[src/brktrg_pkg.sv]
// Package for the breakpoint trigger unit: register map, field layout, codes and carriers
package brktrg_pkg;
    // Register byte offsets
    localparam logic [7:0] OFF_PC_MATCH_VALUE    = 8'h00;
    localparam logic [7:0] OFF_PC_MATCH_IGNORE   = 8'h04;
    localparam logic [7:0] OFF_TRIGGER_SETUP     = 8'h08;
    localparam logic [7:0] OFF_ADDR_MATCH_LOW    = 8'h0C;
    localparam logic [7:0] OFF_ADDR_MATCH_HIGH   = 8'h10;
    localparam logic [7:0] OFF_DATA_MATCH_VALUE  = 8'h14;
    localparam logic [7:0] OFF_DATA_MATCH_IGNORE = 8'h18;
    localparam logic [7:0] OFF_DEBUG_STATUS      = 8'h1C;

    // Reset values
    localparam logic [31:0] RST_ZERO = 32'h0000_0000;
    localparam logic [31:0] RST_ONES = 32'hFFFF_FFFF;

    // Field positions within one 16-bit level half of trigger_setup
    localparam int LVL_ARM       = 13;
    localparam int LVL_FULL_BUS  = 12;
    localparam int LVL_LOW_HALF  = 11;
    localparam int LVL_HIGH_HALF = 10;
    localparam int LVL_BYTE0     = 9;
    localparam int LVL_BYTE1     = 8;
    localparam int LVL_BYTE2     = 7;
    localparam int LVL_BYTE3     = 6;
    localparam int LVL_DATA_INV  = 5;
    localparam int LVL_ADDR_OUT  = 4;
    localparam int LVL_ADDR_IN   = 3;
    localparam int LVL_ADDR_LOW  = 2;
    localparam int LVL_PC_EN     = 1;
    localparam int LVL_PC_INV    = 0;
    // Whole-register positions
    localparam int SETUP_OR_L2   = 15;
    localparam int SETUP_OR_L1   = 14;
    localparam int SETUP_ACT_HI  = 31;
    localparam int SETUP_ACT_LO  = 30;

    // Completed-trigger action codes
    localparam logic [1:0] ACT_TRACE = 2'h0;
    localparam logic [1:0] ACT_HALT  = 2'h1;
    localparam logic [1:0] ACT_IRQ   = 2'h2;

    // Trace codes shown on trace_data_outputs for one cycle
    localparam logic [3:0] TRACE_IDLE  = 4'h0;
    localparam logic [3:0] TRACE_LVL1  = 4'h1;
    localparam logic [3:0] TRACE_FINAL = 4'h2;

    // Access size encoding on the local bus
    localparam logic [1:0] SIZE_BYTE = 2'h0;
    localparam logic [1:0] SIZE_WORD = 2'h1;
    localparam logic [1:0] SIZE_LONG = 2'h2;

    // AXI response codes
    localparam logic [1:0] RESP_OKAY   = 2'h0;
    localparam logic [1:0] RESP_SLVERR = 2'h2;

    typedef enum logic [1:0] {ST_ARM_FIRST, ST_ARM_SECOND, ST_DONE} brktrg_state_e;

    // Executed instruction sample
    typedef struct packed {
        logic        valid;
        logic [31:0] pc;
    } brktrg_pc_s;

    // Local bus cycle sample
    typedef struct packed {
        logic        valid;
        logic [31:0] addr;
        logic [31:0] data;
        logic [1:0]  size;
    } brktrg_bus_s;
endpackage

[src/brktrg_unit.sv]
// Breakpoint trigger unit with AXI4-Lite register access
// Notes on behaviour
// Hold 32-bit PC match value, compare PC
// Set ignore bit drops that PC bit
// Upper half second level, lower first
// Setup write clears trigger state field
// Action code: trace, halt, interrupt, reserved
// Every completed trigger shows on trace outputs
// Bit 15 picks AND or OR, level two
// Bit 14 picks AND or OR, level one
// Arm bit per level enables its trigger
// Software disarms levels before loading registers
// Full, low half, high half data lanes
// Four byte lanes each select one byte
// Data invert flips all data comparators
// Outside-range address enable uses bounds exclusively
// Inside-range enable uses inclusive bounds
// Low-equal enable; none set disables address
// PC condition only while PC enabled
// PC invert selects outside masked region
// Data ignore bits drop data compare bits
// Operand lane follows address bits, size
// Level two waits for level one only if level one is armed; act last
// Conditions sampled per clock from core
module brktrg_unit (
    // Clock and reset
    input  wire logic                 clk_sys,
    input  wire logic                 nrst,
    // AXI4-Lite write address and data
    input  wire logic                 s_axi_awvalid,
    output logic                      s_axi_awready,
    input  wire logic [7:0]           s_axi_awaddr,
    input  wire logic                 s_axi_wvalid,
    output logic                      s_axi_wready,
    input  wire logic [31:0]          s_axi_wdata,
    input  wire logic [3:0]           s_axi_wstrb,
    // AXI4-Lite write response
    output logic                      s_axi_bvalid,
    input  wire logic                 s_axi_bready,
    output logic [1:0]                s_axi_bresp,
    // AXI4-Lite read
    input  wire logic                 s_axi_arvalid,
    output logic                      s_axi_arready,
    input  wire logic [7:0]           s_axi_araddr,
    output logic                      s_axi_rvalid,
    input  wire logic                 s_axi_rready,
    output logic [31:0]               s_axi_rdata,
    output logic [1:0]                s_axi_rresp,
    // Processor core samples
    input  wire brktrg_pkg::brktrg_pc_s  coreInstr,
    input  wire brktrg_pkg::brktrg_bus_s coreBus,
    // Responses to the core and trace port
    output logic                      haltRequest,
    output logic                      debugInterrupt,
    output logic [3:0]                trace_data_outputs
);
    // Registers
    logic [31:0]               pc_match_value;
    logic [31:0]               pc_match_ignore;
    logic [31:0]               trigger_setup;
    logic [31:0]               addr_match_low;
    logic [31:0]               addr_match_high;
    logic [31:0]               data_match_value;
    logic [31:0]               data_match_ignore;
    brktrg_pkg::brktrg_state_e trgState;
    brktrg_pkg::brktrg_state_e next_trgState;

    // Write channel holding
    logic        awHeld;
    logic        wHeld;
    logic [7:0]  awAddr;
    logic [31:0] wData;
    logic [3:0]  wStrb;

    // Byte-enable merge, used by every writable register
    function automatic logic [31:0] merge(input logic [31:0] old, input logic [31:0] val,
                                          input logic [3:0] strb);
        logic [31:0] res;
        res = old;
        for (int i = 0; i < 4; i++) begin
            if (strb[i]) begin
                res[i*8 +: 8] = val[i*8 +: 8];
            end
        end
        return res;
    endfunction

    function automatic logic mapped(input logic [7:0] a);
        return (a[1:0] == 2'h0) && (a <= brktrg_pkg::OFF_DEBUG_STATUS);
    endfunction

    // One level: PC condition against address/data group, AND or OR combine
    function automatic logic level_fire(input logic [15:0] c, input logic orSel,
                                        input logic pcIn, input logic pcInside,
                                        input logic busIn, input logic eqLow,
                                        input logic inRange, input logic [3:0] laneEq,
                                        input logic [1:0] sz, input logic [1:0] a);
        logic pcEn;
        logic pcC;
        logic aEn;
        logic aC;
        logic dEn;
        logic dC;
        logic di;
        logic grp;
        logic andHit;
        pcEn = c[brktrg_pkg::LVL_PC_EN];
        pcC  = pcIn & (pcInside ^ c[brktrg_pkg::LVL_PC_INV]);
        aEn  = |c[brktrg_pkg::LVL_ADDR_OUT:brktrg_pkg::LVL_ADDR_LOW];
        aC   = busIn & ((c[brktrg_pkg::LVL_ADDR_LOW] & eqLow)
             | (c[brktrg_pkg::LVL_ADDR_IN] & inRange)
             | (c[brktrg_pkg::LVL_ADDR_OUT] & ~inRange));
        di   = c[brktrg_pkg::LVL_DATA_INV];
        dEn  = |c[brktrg_pkg::LVL_FULL_BUS:brktrg_pkg::LVL_BYTE3];
        dC   = busIn & (
               (c[brktrg_pkg::LVL_FULL_BUS] & (sz == brktrg_pkg::SIZE_LONG)
                    & ((&laneEq) ^ di))
             | (c[brktrg_pkg::LVL_HIGH_HALF] & (sz == brktrg_pkg::SIZE_WORD) & ~a[1]
                    & ((&laneEq[3:2]) ^ di))
             | (c[brktrg_pkg::LVL_LOW_HALF] & (sz == brktrg_pkg::SIZE_WORD) & a[1]
                    & ((&laneEq[1:0]) ^ di))
             | (c[brktrg_pkg::LVL_BYTE3] & (sz == brktrg_pkg::SIZE_BYTE) & (a == 2'h0)
                    & (laneEq[3] ^ di))
             | (c[brktrg_pkg::LVL_BYTE2] & (sz == brktrg_pkg::SIZE_BYTE) & (a == 2'h1)
                    & (laneEq[2] ^ di))
             | (c[brktrg_pkg::LVL_BYTE1] & (sz == brktrg_pkg::SIZE_BYTE) & (a == 2'h2)
                    & (laneEq[1] ^ di))
             | (c[brktrg_pkg::LVL_BYTE0] & (sz == brktrg_pkg::SIZE_BYTE) & (a == 2'h3)
                    & (laneEq[0] ^ di)));
        // Disabled parts count as satisfied, but something must be enabled
        grp    = (aEn | dEn) & (~aEn | aC) & (~dEn | dC);
        andHit = (pcEn | aEn | dEn) & (~pcEn | pcC) & (~aEn | aC) & (~dEn | dC);
        return c[brktrg_pkg::LVL_ARM] & (orSel ? ((pcEn & pcC) | grp) : andHit);
    endfunction

    // Shared comparators
    wire logic        pcInside = ~|((coreInstr.pc ^ pc_match_value) & ~pc_match_ignore);
    wire logic [31:0] dataDiff = (coreBus.data ^ data_match_value) & ~data_match_ignore;
    wire logic [3:0]  laneEq   = {~|dataDiff[31:24], ~|dataDiff[23:16],
                                  ~|dataDiff[15:8], ~|dataDiff[7:0]};
    wire logic        eqLow    = coreBus.addr == addr_match_low;
    wire logic        inRange  = (coreBus.addr >= addr_match_low)
                               && (coreBus.addr <= addr_match_high);

    wire logic [15:0] cfgSecond = trigger_setup[31:16];
    wire logic [15:0] cfgFirst  = trigger_setup[15:0];
    wire logic [1:0]  action    = trigger_setup[brktrg_pkg::SETUP_ACT_HI:brktrg_pkg::SETUP_ACT_LO];
    wire logic        armFirst  = cfgFirst[brktrg_pkg::LVL_ARM];
    wire logic        armSecond = cfgSecond[brktrg_pkg::LVL_ARM];

    // Sampled each clock from whatever the core presents
    wire logic fireFirst = level_fire(cfgFirst, trigger_setup[brktrg_pkg::SETUP_OR_L1],
                                      coreInstr.valid, pcInside, coreBus.valid, eqLow,
                                      inRange, laneEq, coreBus.size,
                                      coreBus.addr[1:0]);
    wire logic fireSecond = level_fire(cfgSecond, trigger_setup[brktrg_pkg::SETUP_OR_L2],
                                       coreInstr.valid, pcInside, coreBus.valid, eqLow,
                                       inRange, laneEq, coreBus.size,
                                       coreBus.addr[1:0]);

    // Register writes
    wire logic doWrite    = awHeld & wHeld & ~s_axi_bvalid;
    wire logic setupWrite = doWrite && (awAddr == brktrg_pkg::OFF_TRIGGER_SETUP);

    // Trigger sequencing
    logic stepFirst;
    logic complete;
    always_comb begin
        next_trgState = trgState;
        stepFirst     = 1'b0;
        complete      = 1'b0;
        unique case (trgState)
            brktrg_pkg::ST_ARM_FIRST: begin
                if (armFirst && fireFirst) begin
                    stepFirst = armSecond;
                    complete  = ~armSecond;
                    next_trgState = armSecond ? brktrg_pkg::ST_ARM_SECOND
                                              : brktrg_pkg::ST_DONE;
                end else if (!armFirst && armSecond && fireSecond) begin
                    complete      = 1'b1;
                    next_trgState = brktrg_pkg::ST_DONE;
                end
            end
            brktrg_pkg::ST_ARM_SECOND: begin
                if (fireSecond) begin
                    complete      = 1'b1;
                    next_trgState = brktrg_pkg::ST_DONE;
                end
            end
            brktrg_pkg::ST_DONE: begin
                next_trgState = brktrg_pkg::ST_DONE;
            end
        endcase
        if (setupWrite) begin
            // Fresh configuration always restarts, and wins over any firing
            next_trgState = brktrg_pkg::ST_ARM_FIRST;
            stepFirst     = 1'b0;
            complete      = 1'b0;
        end
    end

    always_ff @(posedge clk_sys) begin
        if (!nrst) begin
            trgState           <= brktrg_pkg::ST_ARM_FIRST;
            haltRequest        <= 1'b0;
            debugInterrupt     <= 1'b0;
            trace_data_outputs <= brktrg_pkg::TRACE_IDLE;
        end else begin
            trgState           <= next_trgState;
            haltRequest        <= complete && (action == brktrg_pkg::ACT_HALT);
            debugInterrupt     <= complete && (action == brktrg_pkg::ACT_IRQ);
            trace_data_outputs <= complete  ? brktrg_pkg::TRACE_FINAL
                                : stepFirst ? brktrg_pkg::TRACE_LVL1
                                            : brktrg_pkg::TRACE_IDLE;
        end
    end

    // Write path: address and data taken in either order, answered after both
    always_ff @(posedge clk_sys) begin
        if (!nrst) begin
            awHeld        <= 1'b0;
            wHeld         <= 1'b0;
            awAddr        <= 8'h00;
            wData         <= brktrg_pkg::RST_ZERO;
            wStrb         <= 4'h0;
            s_axi_awready <= 1'b0;
            s_axi_wready  <= 1'b0;
            s_axi_bvalid  <= 1'b0;
            s_axi_bresp   <= brktrg_pkg::RESP_OKAY;
        end else begin
            s_axi_awready <= ~awHeld & ~s_axi_bvalid & ~(s_axi_awvalid & s_axi_awready);
            s_axi_wready  <= ~wHeld & ~s_axi_bvalid & ~(s_axi_wvalid & s_axi_wready);
            if (s_axi_awvalid && s_axi_awready) begin
                awHeld <= 1'b1;
                awAddr <= s_axi_awaddr;
            end
            if (s_axi_wvalid && s_axi_wready) begin
                wHeld <= 1'b1;
                wData <= s_axi_wdata;
                wStrb <= s_axi_wstrb;
            end
            if (doWrite) begin
                awHeld       <= 1'b0;
                wHeld        <= 1'b0;
                s_axi_bvalid <= 1'b1;
                s_axi_bresp  <= (mapped(awAddr) && awAddr != brktrg_pkg::OFF_DEBUG_STATUS)
                              ? brktrg_pkg::RESP_OKAY : brktrg_pkg::RESP_SLVERR;
            end else if (s_axi_bvalid && s_axi_bready) begin
                s_axi_bvalid <= 1'b0;
            end
        end
    end

    // Register storage; software should disarm both levels while loading
    always_ff @(posedge clk_sys) begin
        if (!nrst) begin
            pc_match_value    <= brktrg_pkg::RST_ZERO;
            pc_match_ignore   <= brktrg_pkg::RST_ONES;
            trigger_setup     <= brktrg_pkg::RST_ZERO;
            addr_match_low    <= brktrg_pkg::RST_ZERO;
            addr_match_high   <= brktrg_pkg::RST_ZERO;
            data_match_value  <= brktrg_pkg::RST_ZERO;
            data_match_ignore <= brktrg_pkg::RST_ONES;
        end else if (doWrite) begin
            unique case (awAddr)
                brktrg_pkg::OFF_PC_MATCH_VALUE:
                    pc_match_value <= merge(pc_match_value, wData, wStrb);
                brktrg_pkg::OFF_PC_MATCH_IGNORE:
                    pc_match_ignore <= merge(pc_match_ignore, wData, wStrb);
                brktrg_pkg::OFF_TRIGGER_SETUP:
                    trigger_setup <= merge(trigger_setup, wData, wStrb);
                brktrg_pkg::OFF_ADDR_MATCH_LOW:
                    addr_match_low <= merge(addr_match_low, wData, wStrb);
                brktrg_pkg::OFF_ADDR_MATCH_HIGH:
                    addr_match_high <= merge(addr_match_high, wData, wStrb);
                brktrg_pkg::OFF_DATA_MATCH_VALUE:
                    data_match_value <= merge(data_match_value, wData, wStrb);
                brktrg_pkg::OFF_DATA_MATCH_IGNORE:
                    data_match_ignore <= merge(data_match_ignore, wData, wStrb);
                default: begin
                end
            endcase
        end
    end

    // Read path
    logic [31:0] readMux;
    always_comb begin
        unique case (s_axi_araddr)
            brktrg_pkg::OFF_PC_MATCH_VALUE:    readMux = pc_match_value;
            brktrg_pkg::OFF_PC_MATCH_IGNORE:   readMux = pc_match_ignore;
            brktrg_pkg::OFF_TRIGGER_SETUP:     readMux = trigger_setup;
            brktrg_pkg::OFF_ADDR_MATCH_LOW:    readMux = addr_match_low;
            brktrg_pkg::OFF_ADDR_MATCH_HIGH:   readMux = addr_match_high;
            brktrg_pkg::OFF_DATA_MATCH_VALUE:  readMux = data_match_value;
            brktrg_pkg::OFF_DATA_MATCH_IGNORE: readMux = data_match_ignore;
            brktrg_pkg::OFF_DEBUG_STATUS:      readMux = {30'h0000_0000, trgState};
            default:                           readMux = brktrg_pkg::RST_ZERO;
        endcase
    end

    always_ff @(posedge clk_sys) begin
        if (!nrst) begin
            s_axi_arready <= 1'b0;
            s_axi_rvalid  <= 1'b0;
            s_axi_rdata   <= brktrg_pkg::RST_ZERO;
            s_axi_rresp   <= brktrg_pkg::RESP_OKAY;
        end else begin
            s_axi_arready <= ~s_axi_rvalid & ~(s_axi_arvalid & s_axi_arready);
            if (s_axi_arvalid && s_axi_arready) begin
                s_axi_rvalid <= 1'b1;
                s_axi_rdata  <= readMux;
                s_axi_rresp  <= mapped(s_axi_araddr) ? brktrg_pkg::RESP_OKAY
                                                     : brktrg_pkg::RESP_SLVERR;
            end else if (s_axi_rvalid && s_axi_rready) begin
                s_axi_rvalid <= 1'b0;
            end
        end
    end

    // Checks
    setup_clears_state_a: assert property (@(posedge clk_sys) disable iff (!nrst)
        setupWrite |=> trgState == brktrg_pkg::ST_ARM_FIRST)
        else $error("state not cleared by setup write");
    halt_action_a: assert property (@(posedge clk_sys) disable iff (!nrst)
        haltRequest |-> $past(action) == brktrg_pkg::ACT_HALT && trgState == brktrg_pkg::ST_DONE)
        else $error("halt without halt action");
    irq_action_a: assert property (@(posedge clk_sys) disable iff (!nrst)
        debugInterrupt |-> $past(action) == brktrg_pkg::ACT_IRQ && !haltRequest)
        else $error("interrupt without interrupt action");
    trace_on_done_a: assert property (@(posedge clk_sys) disable iff (!nrst)
        $changed(trgState) && trgState == brktrg_pkg::ST_DONE
            |-> trace_data_outputs == brktrg_pkg::TRACE_FINAL)
        else $error("completion not traced");
    disarmed_quiet_a: assert property (@(posedge clk_sys) disable iff (!nrst)
        !armFirst && !armSecond && !setupWrite |=> trace_data_outputs == brktrg_pkg::TRACE_IDLE)
        else $error("trigger while disarmed");
    second_after_first_a: assert property (@(posedge clk_sys) disable iff (!nrst)
        $rose(trgState == brktrg_pkg::ST_ARM_SECOND) |-> trace_data_outputs == brktrg_pkg::TRACE_LVL1)
        else $error("second level entered without first");
    pc_gate_a: assert property (@(posedge clk_sys) disable iff (!nrst)
        !coreInstr.valid && !coreBus.valid |-> !fireFirst && !fireSecond)
        else $error("fire without sampled cycle");
    write_answer_a: assert property (@(posedge clk_sys) disable iff (!nrst)
        doWrite |=> s_axi_bvalid && !s_axi_awready && !s_axi_wready)
        else $error("write not answered");
    read_hold_a: assert property (@(posedge clk_sys) disable iff (!nrst)
        s_axi_rvalid && !s_axi_rready |=> s_axi_rvalid && $stable(s_axi_rdata))
        else $error("read answer dropped");
endmodule

[config.mk]
export PLATFORM = sky130hd
export DESIGN_NAME = brktrg_unit
export DESIGN_NICKNAME = d
export VERILOG_FILES = /design/src/brktrg_pkg.sv /design/src/brktrg_unit.sv
export SDC_FILE = /design/constraint.sdc
export NUM_CORES = 1
export LEC_CHECK = 0
export BUFFER_PORTS_ARGS = -buffer_cell sky130_fd_sc_hd__buf_2
export CAP_MARGIN = 10
export CORE_MARGIN = 10
export CORE_UTILIZATION = 48
export CTS_BUF_LIST = sky130_fd_sc_hd__clkbuf_4
export CTS_CLUSTER_DIAMETER = 150
export CTS_CLUSTER_SIZE = 20
export DETAILED_ROUTE_END_ITERATION = 10
export GPL_TIMING_DRIVEN = 0
export PLACE_DENSITY = 0.65
export SLEW_MARGIN = 20
export SYNTH_ARGS = -nofsm -noshare
export SYNTH_HDL_FRONTEND = slang
export SYNTH_SLANG_ARGS = --single-unit
[constraint.sdc]
create_clock -name clk_sys -period 8.25 [get_ports clk_sys]
set_clock_uncertainty 0.2 [all_clocks]
set_input_delay 0.825 -clock clk_sys [delete_from_list [all_inputs] [get_ports clk_sys]]
set_output_delay 0.825 -clock clk_sys [all_outputs]
set_load 0.005 [all_outputs]
==> reports/results.md <==
* finished clean — run status
* 67 — number of different library cells in the post-synthesis netlist
* 8680 ps — data required time of the worst path
* 0 ps — setup TNS
* 49500 microns — half-perimeter wire length of the detailed placement result
* 1250 ps — Worst Tran Pin Value
* 3257 — # fillers
* 9 — number of optimization iterations in the first detailed-route pass
* 40800 sq um — area of the die
* o311ai_1 — CP max stage cell
* 15900 sq um — post-synthesis instance area
* dfxtp_1 (315), nand2_1 (311), buf_2 (197), nand3_1 (140), nor2b_1 (139) — most frequent cells in the layout
* inv_1, ha_1, a21oi_1, o21ai_0, a221o_1, o311ai_1, o211ai_2, or3_1, a31oi_1, nor2b_1, a32oi_1, nor4b_1 — worst-path cell chain
* 8.64 sq um — mean area per synthesized cell
* 24.8% — Clk pwr share
* 4940 ps — data arrival time of the critical path
* 54.1% — Core Util, Final
* 14500 — number of global-route vias before repair
* 0 — DRC Markers
* 6.92 nW — LEAKAGE
* dfxtp_1 — most frequently used flop master after synthesis
* dfxtp_1 (40%), mux2i_1 (8.4%), nand2_1 (7.3%) — largest cells by area after synthesis
* 0 — max-cap violation count
* 0 — post-CTS setup buffer count
* 39.6% — proportion of netlist area held by the largest area contributor
* 0 — GRT Residual Overflow
* 93700 microns — wire length of the first global-routing pass
* 66 — standard-cell row count
* 27.7% — Sw Share
* no — unrepaired setup endpoints after global routing
* 3 — maximum count of clock buffers along a single path
* 0.998 — final estimated routing congestion in global placement
* 137 nW/um^2 — Power per Cell Area
* dfxtp_1 — cell type with the highest aggregate area in the netlist
* 64600 microns — sum of routed wire length over all layers
* 222 MHz — fmax
* 315 — Clock Sinks
* 0 — count of final max-slew check failures
* 1840 — Mapped Cells
* 21 — largest net degree at the start of global routing
* 202 microns — die outline height
* 15000 — total number of vias
* 0 — antenna-violating nets left
* 0.000670 W — Switching Power
* yes — CTS tree
* 12 — Worst Reg2Reg Path Length in Cells
* 11.0% — area overhead of the layout relative to synthesis
* 19 — total CTS buffers
* 11.4% — Combinational Power Share
* 197 — number of port buffers
* 206 — number of primary I/O pins
* 48.8% — effective utilization at floorplan
* 54.7% — post-route fraction of the period consumed by the critical path
* 4510 ps — crit path time final
* 30.3% — total routing usage reported by global routing
* reg2reg — critical path class
* 202 microns — floorplan die width
* 0 — count of hold buffers inserted by post-cts repair
* register — element type at the critical path start
* 1713 — DR iter-0 viols
* in2reg — worst hold-check path type
* 315 — post-synthesis register bit count
* 0.00242 W — total power after layout
* 39.6% — register area share after synthesis
* 25.7 microns — Wirelength per Cell
* 1 — H-tree depth
* 0 — number of enable-type register cells in the synthesized netlist
* 3 — depth of the worst hold-timing path
* 136 uV — peak ir drop on the vdd network
* 16.6% — Relative slew margins
* 0 — warnings from Yosys
* clkbuf_4 — root buffer cell
* 0 — Setup-failing EPs final
* register — Worst setup EP type
* 8890 sq um — combined area of the multi-input logic cells
* 2287 — NumNets Final
* 0 — Fin. Hold Viols
* 6310 sq um — Sequential Area
* 760 ps — latest clock arrival within the worst-skew pair
* 830 ps — Max stage delay on crit path
* 11.9% — fraction of layout cells with a size suffix above 1
* 0.00175 W — internal portion of total power
* 5.99 — via/cell ratio
* dfxtp_1 — commonest non-fill, non-tap cell in the layout
* 0 — CTS-repair resized insts
* 230 ps — Clock transition at path regs
* 8 — initial antenna violation count
* 0% — Post-synth ARST share
* 3 — critical-path maximum fanout
* 17500 sq um — placed cell area
* 63.9% — Reg power frac
* 32600 sq um — area of the placeable core
* 17700 sq um — total non-filler cell area in the finished layout
-- kinds of logic after synthesis --
| kind of cell | count (synthesis) | synth area share [%] |
|---|---|---|
| muxes | 139 | 9.07 |
| AOI/OAI and AO/OA | 329 | 15.4 |
| DFF | 315 | 39.6 |
| xor gates and xnor gates | 67 | 3.69 |
| other | 1 | 0.0236 |
| adders and majority gates | 66 | 5.19 |
| buffers and inverters | 195 | 4.70 |
| and+or+nand+nor | 728 | 22.3 |
-- critical path: cells and delay by family, from the launching register on --
family | cells | cell delay, ps
compound gates | 7 | 2690
simple gates | 3 | 680
flops | 1 | 440
fa+ha+maj | 1 | 300
buf+inv | 1 | 60
-- cells in the mapped netlist (37+ instances only) --
library cell / instances
o22ai_1: 37
nand3_1: 140
xnor2_1: 65
nor2b_1: 139
inv_1: 77
a22oi_1: 56
a21boi_0: 52
mux2i_1: 134
dfxtp_1: 315
nand2_1: 311
clkbuf_1: 111
ha_1: 66
nor2_1: 49
-- power groups by stage --
| stage | clock network [W] | registers [W] | logic, W |
|---|---|---|---|
| 2_1_floorplan | 0 | 0.00157 | 0.000138 |
| 3_3_place_gp | 0 | 0.00157 | 0.000263 |
| 3_5_place_dp | 0 | 0.00157 | 0.000268 |
| 4_1_cts | 0.000603 | 0.00154 | 0.000269 |
| 5_1_grt | 0.000638 | 0.00155 | 0.000294 |
| 6_report | 0.000599 | 0.00154 | 0.000274 |
-- cell type report --
cell class	instances	area share [%]
Antenna cell	5	0.0709
Multi-Input combinational cell	1333	50.4
Tap cell	442	3.13
Buffer	118	2.59
Sequential cell	315	35.7
Inverter	77	1.64
Timing Repair Buffer	198	5.65
Clock buffer	19	0.808
Clock inverter	1	0.0425
-- registers in the layout, summed over array words and instances (netlist names), 8 cells and up --
signal / cells
addr_match_high: 32
addr_match_low: 32
data_match_ignore: 32
data_match_value: 32
pc_match_ignore: 32
pc_match_value: 32
s_axi_rdata: 32
trigger_setup: 32
wData: 32
awAddr: 8
-- final timing paths --
path / slack [ps] / end / start
setup / recovery: 3740 / debugInterrupt / addr_match_high[7]
hold / removal: 70 / wData[14] / s_axi_wdata[14]
setup reg to reg: 3740 / debugInterrupt / addr_match_high[7]
hold reg to reg: 270 / s_axi_arready / s_axi_rvalid
-- through the flow --
step / hold WS [ps] / cells / worst slack (ps)
after floorplan: 222 / 1843 / 4540
after global placement: 238 / 2482 / 3050
after detailed placement: 239 / 2483 / 3430
after CTS: 61.1 / 2503 / 3920
after global routing: 78.5 / 2506 / 3750
final: 73.9 / 2508 / 3740
-- per-layer routing --
layer	wire, microns	global-route usage, %	share of wire (%)
met3	6980	6.67	11
met2	27500	45.8	43
met4	3150	13.5	4.9
met5	42	0	0.065
met1	26900	40.5	42
No activity file was read; power rests on OpenSTA's default activity.
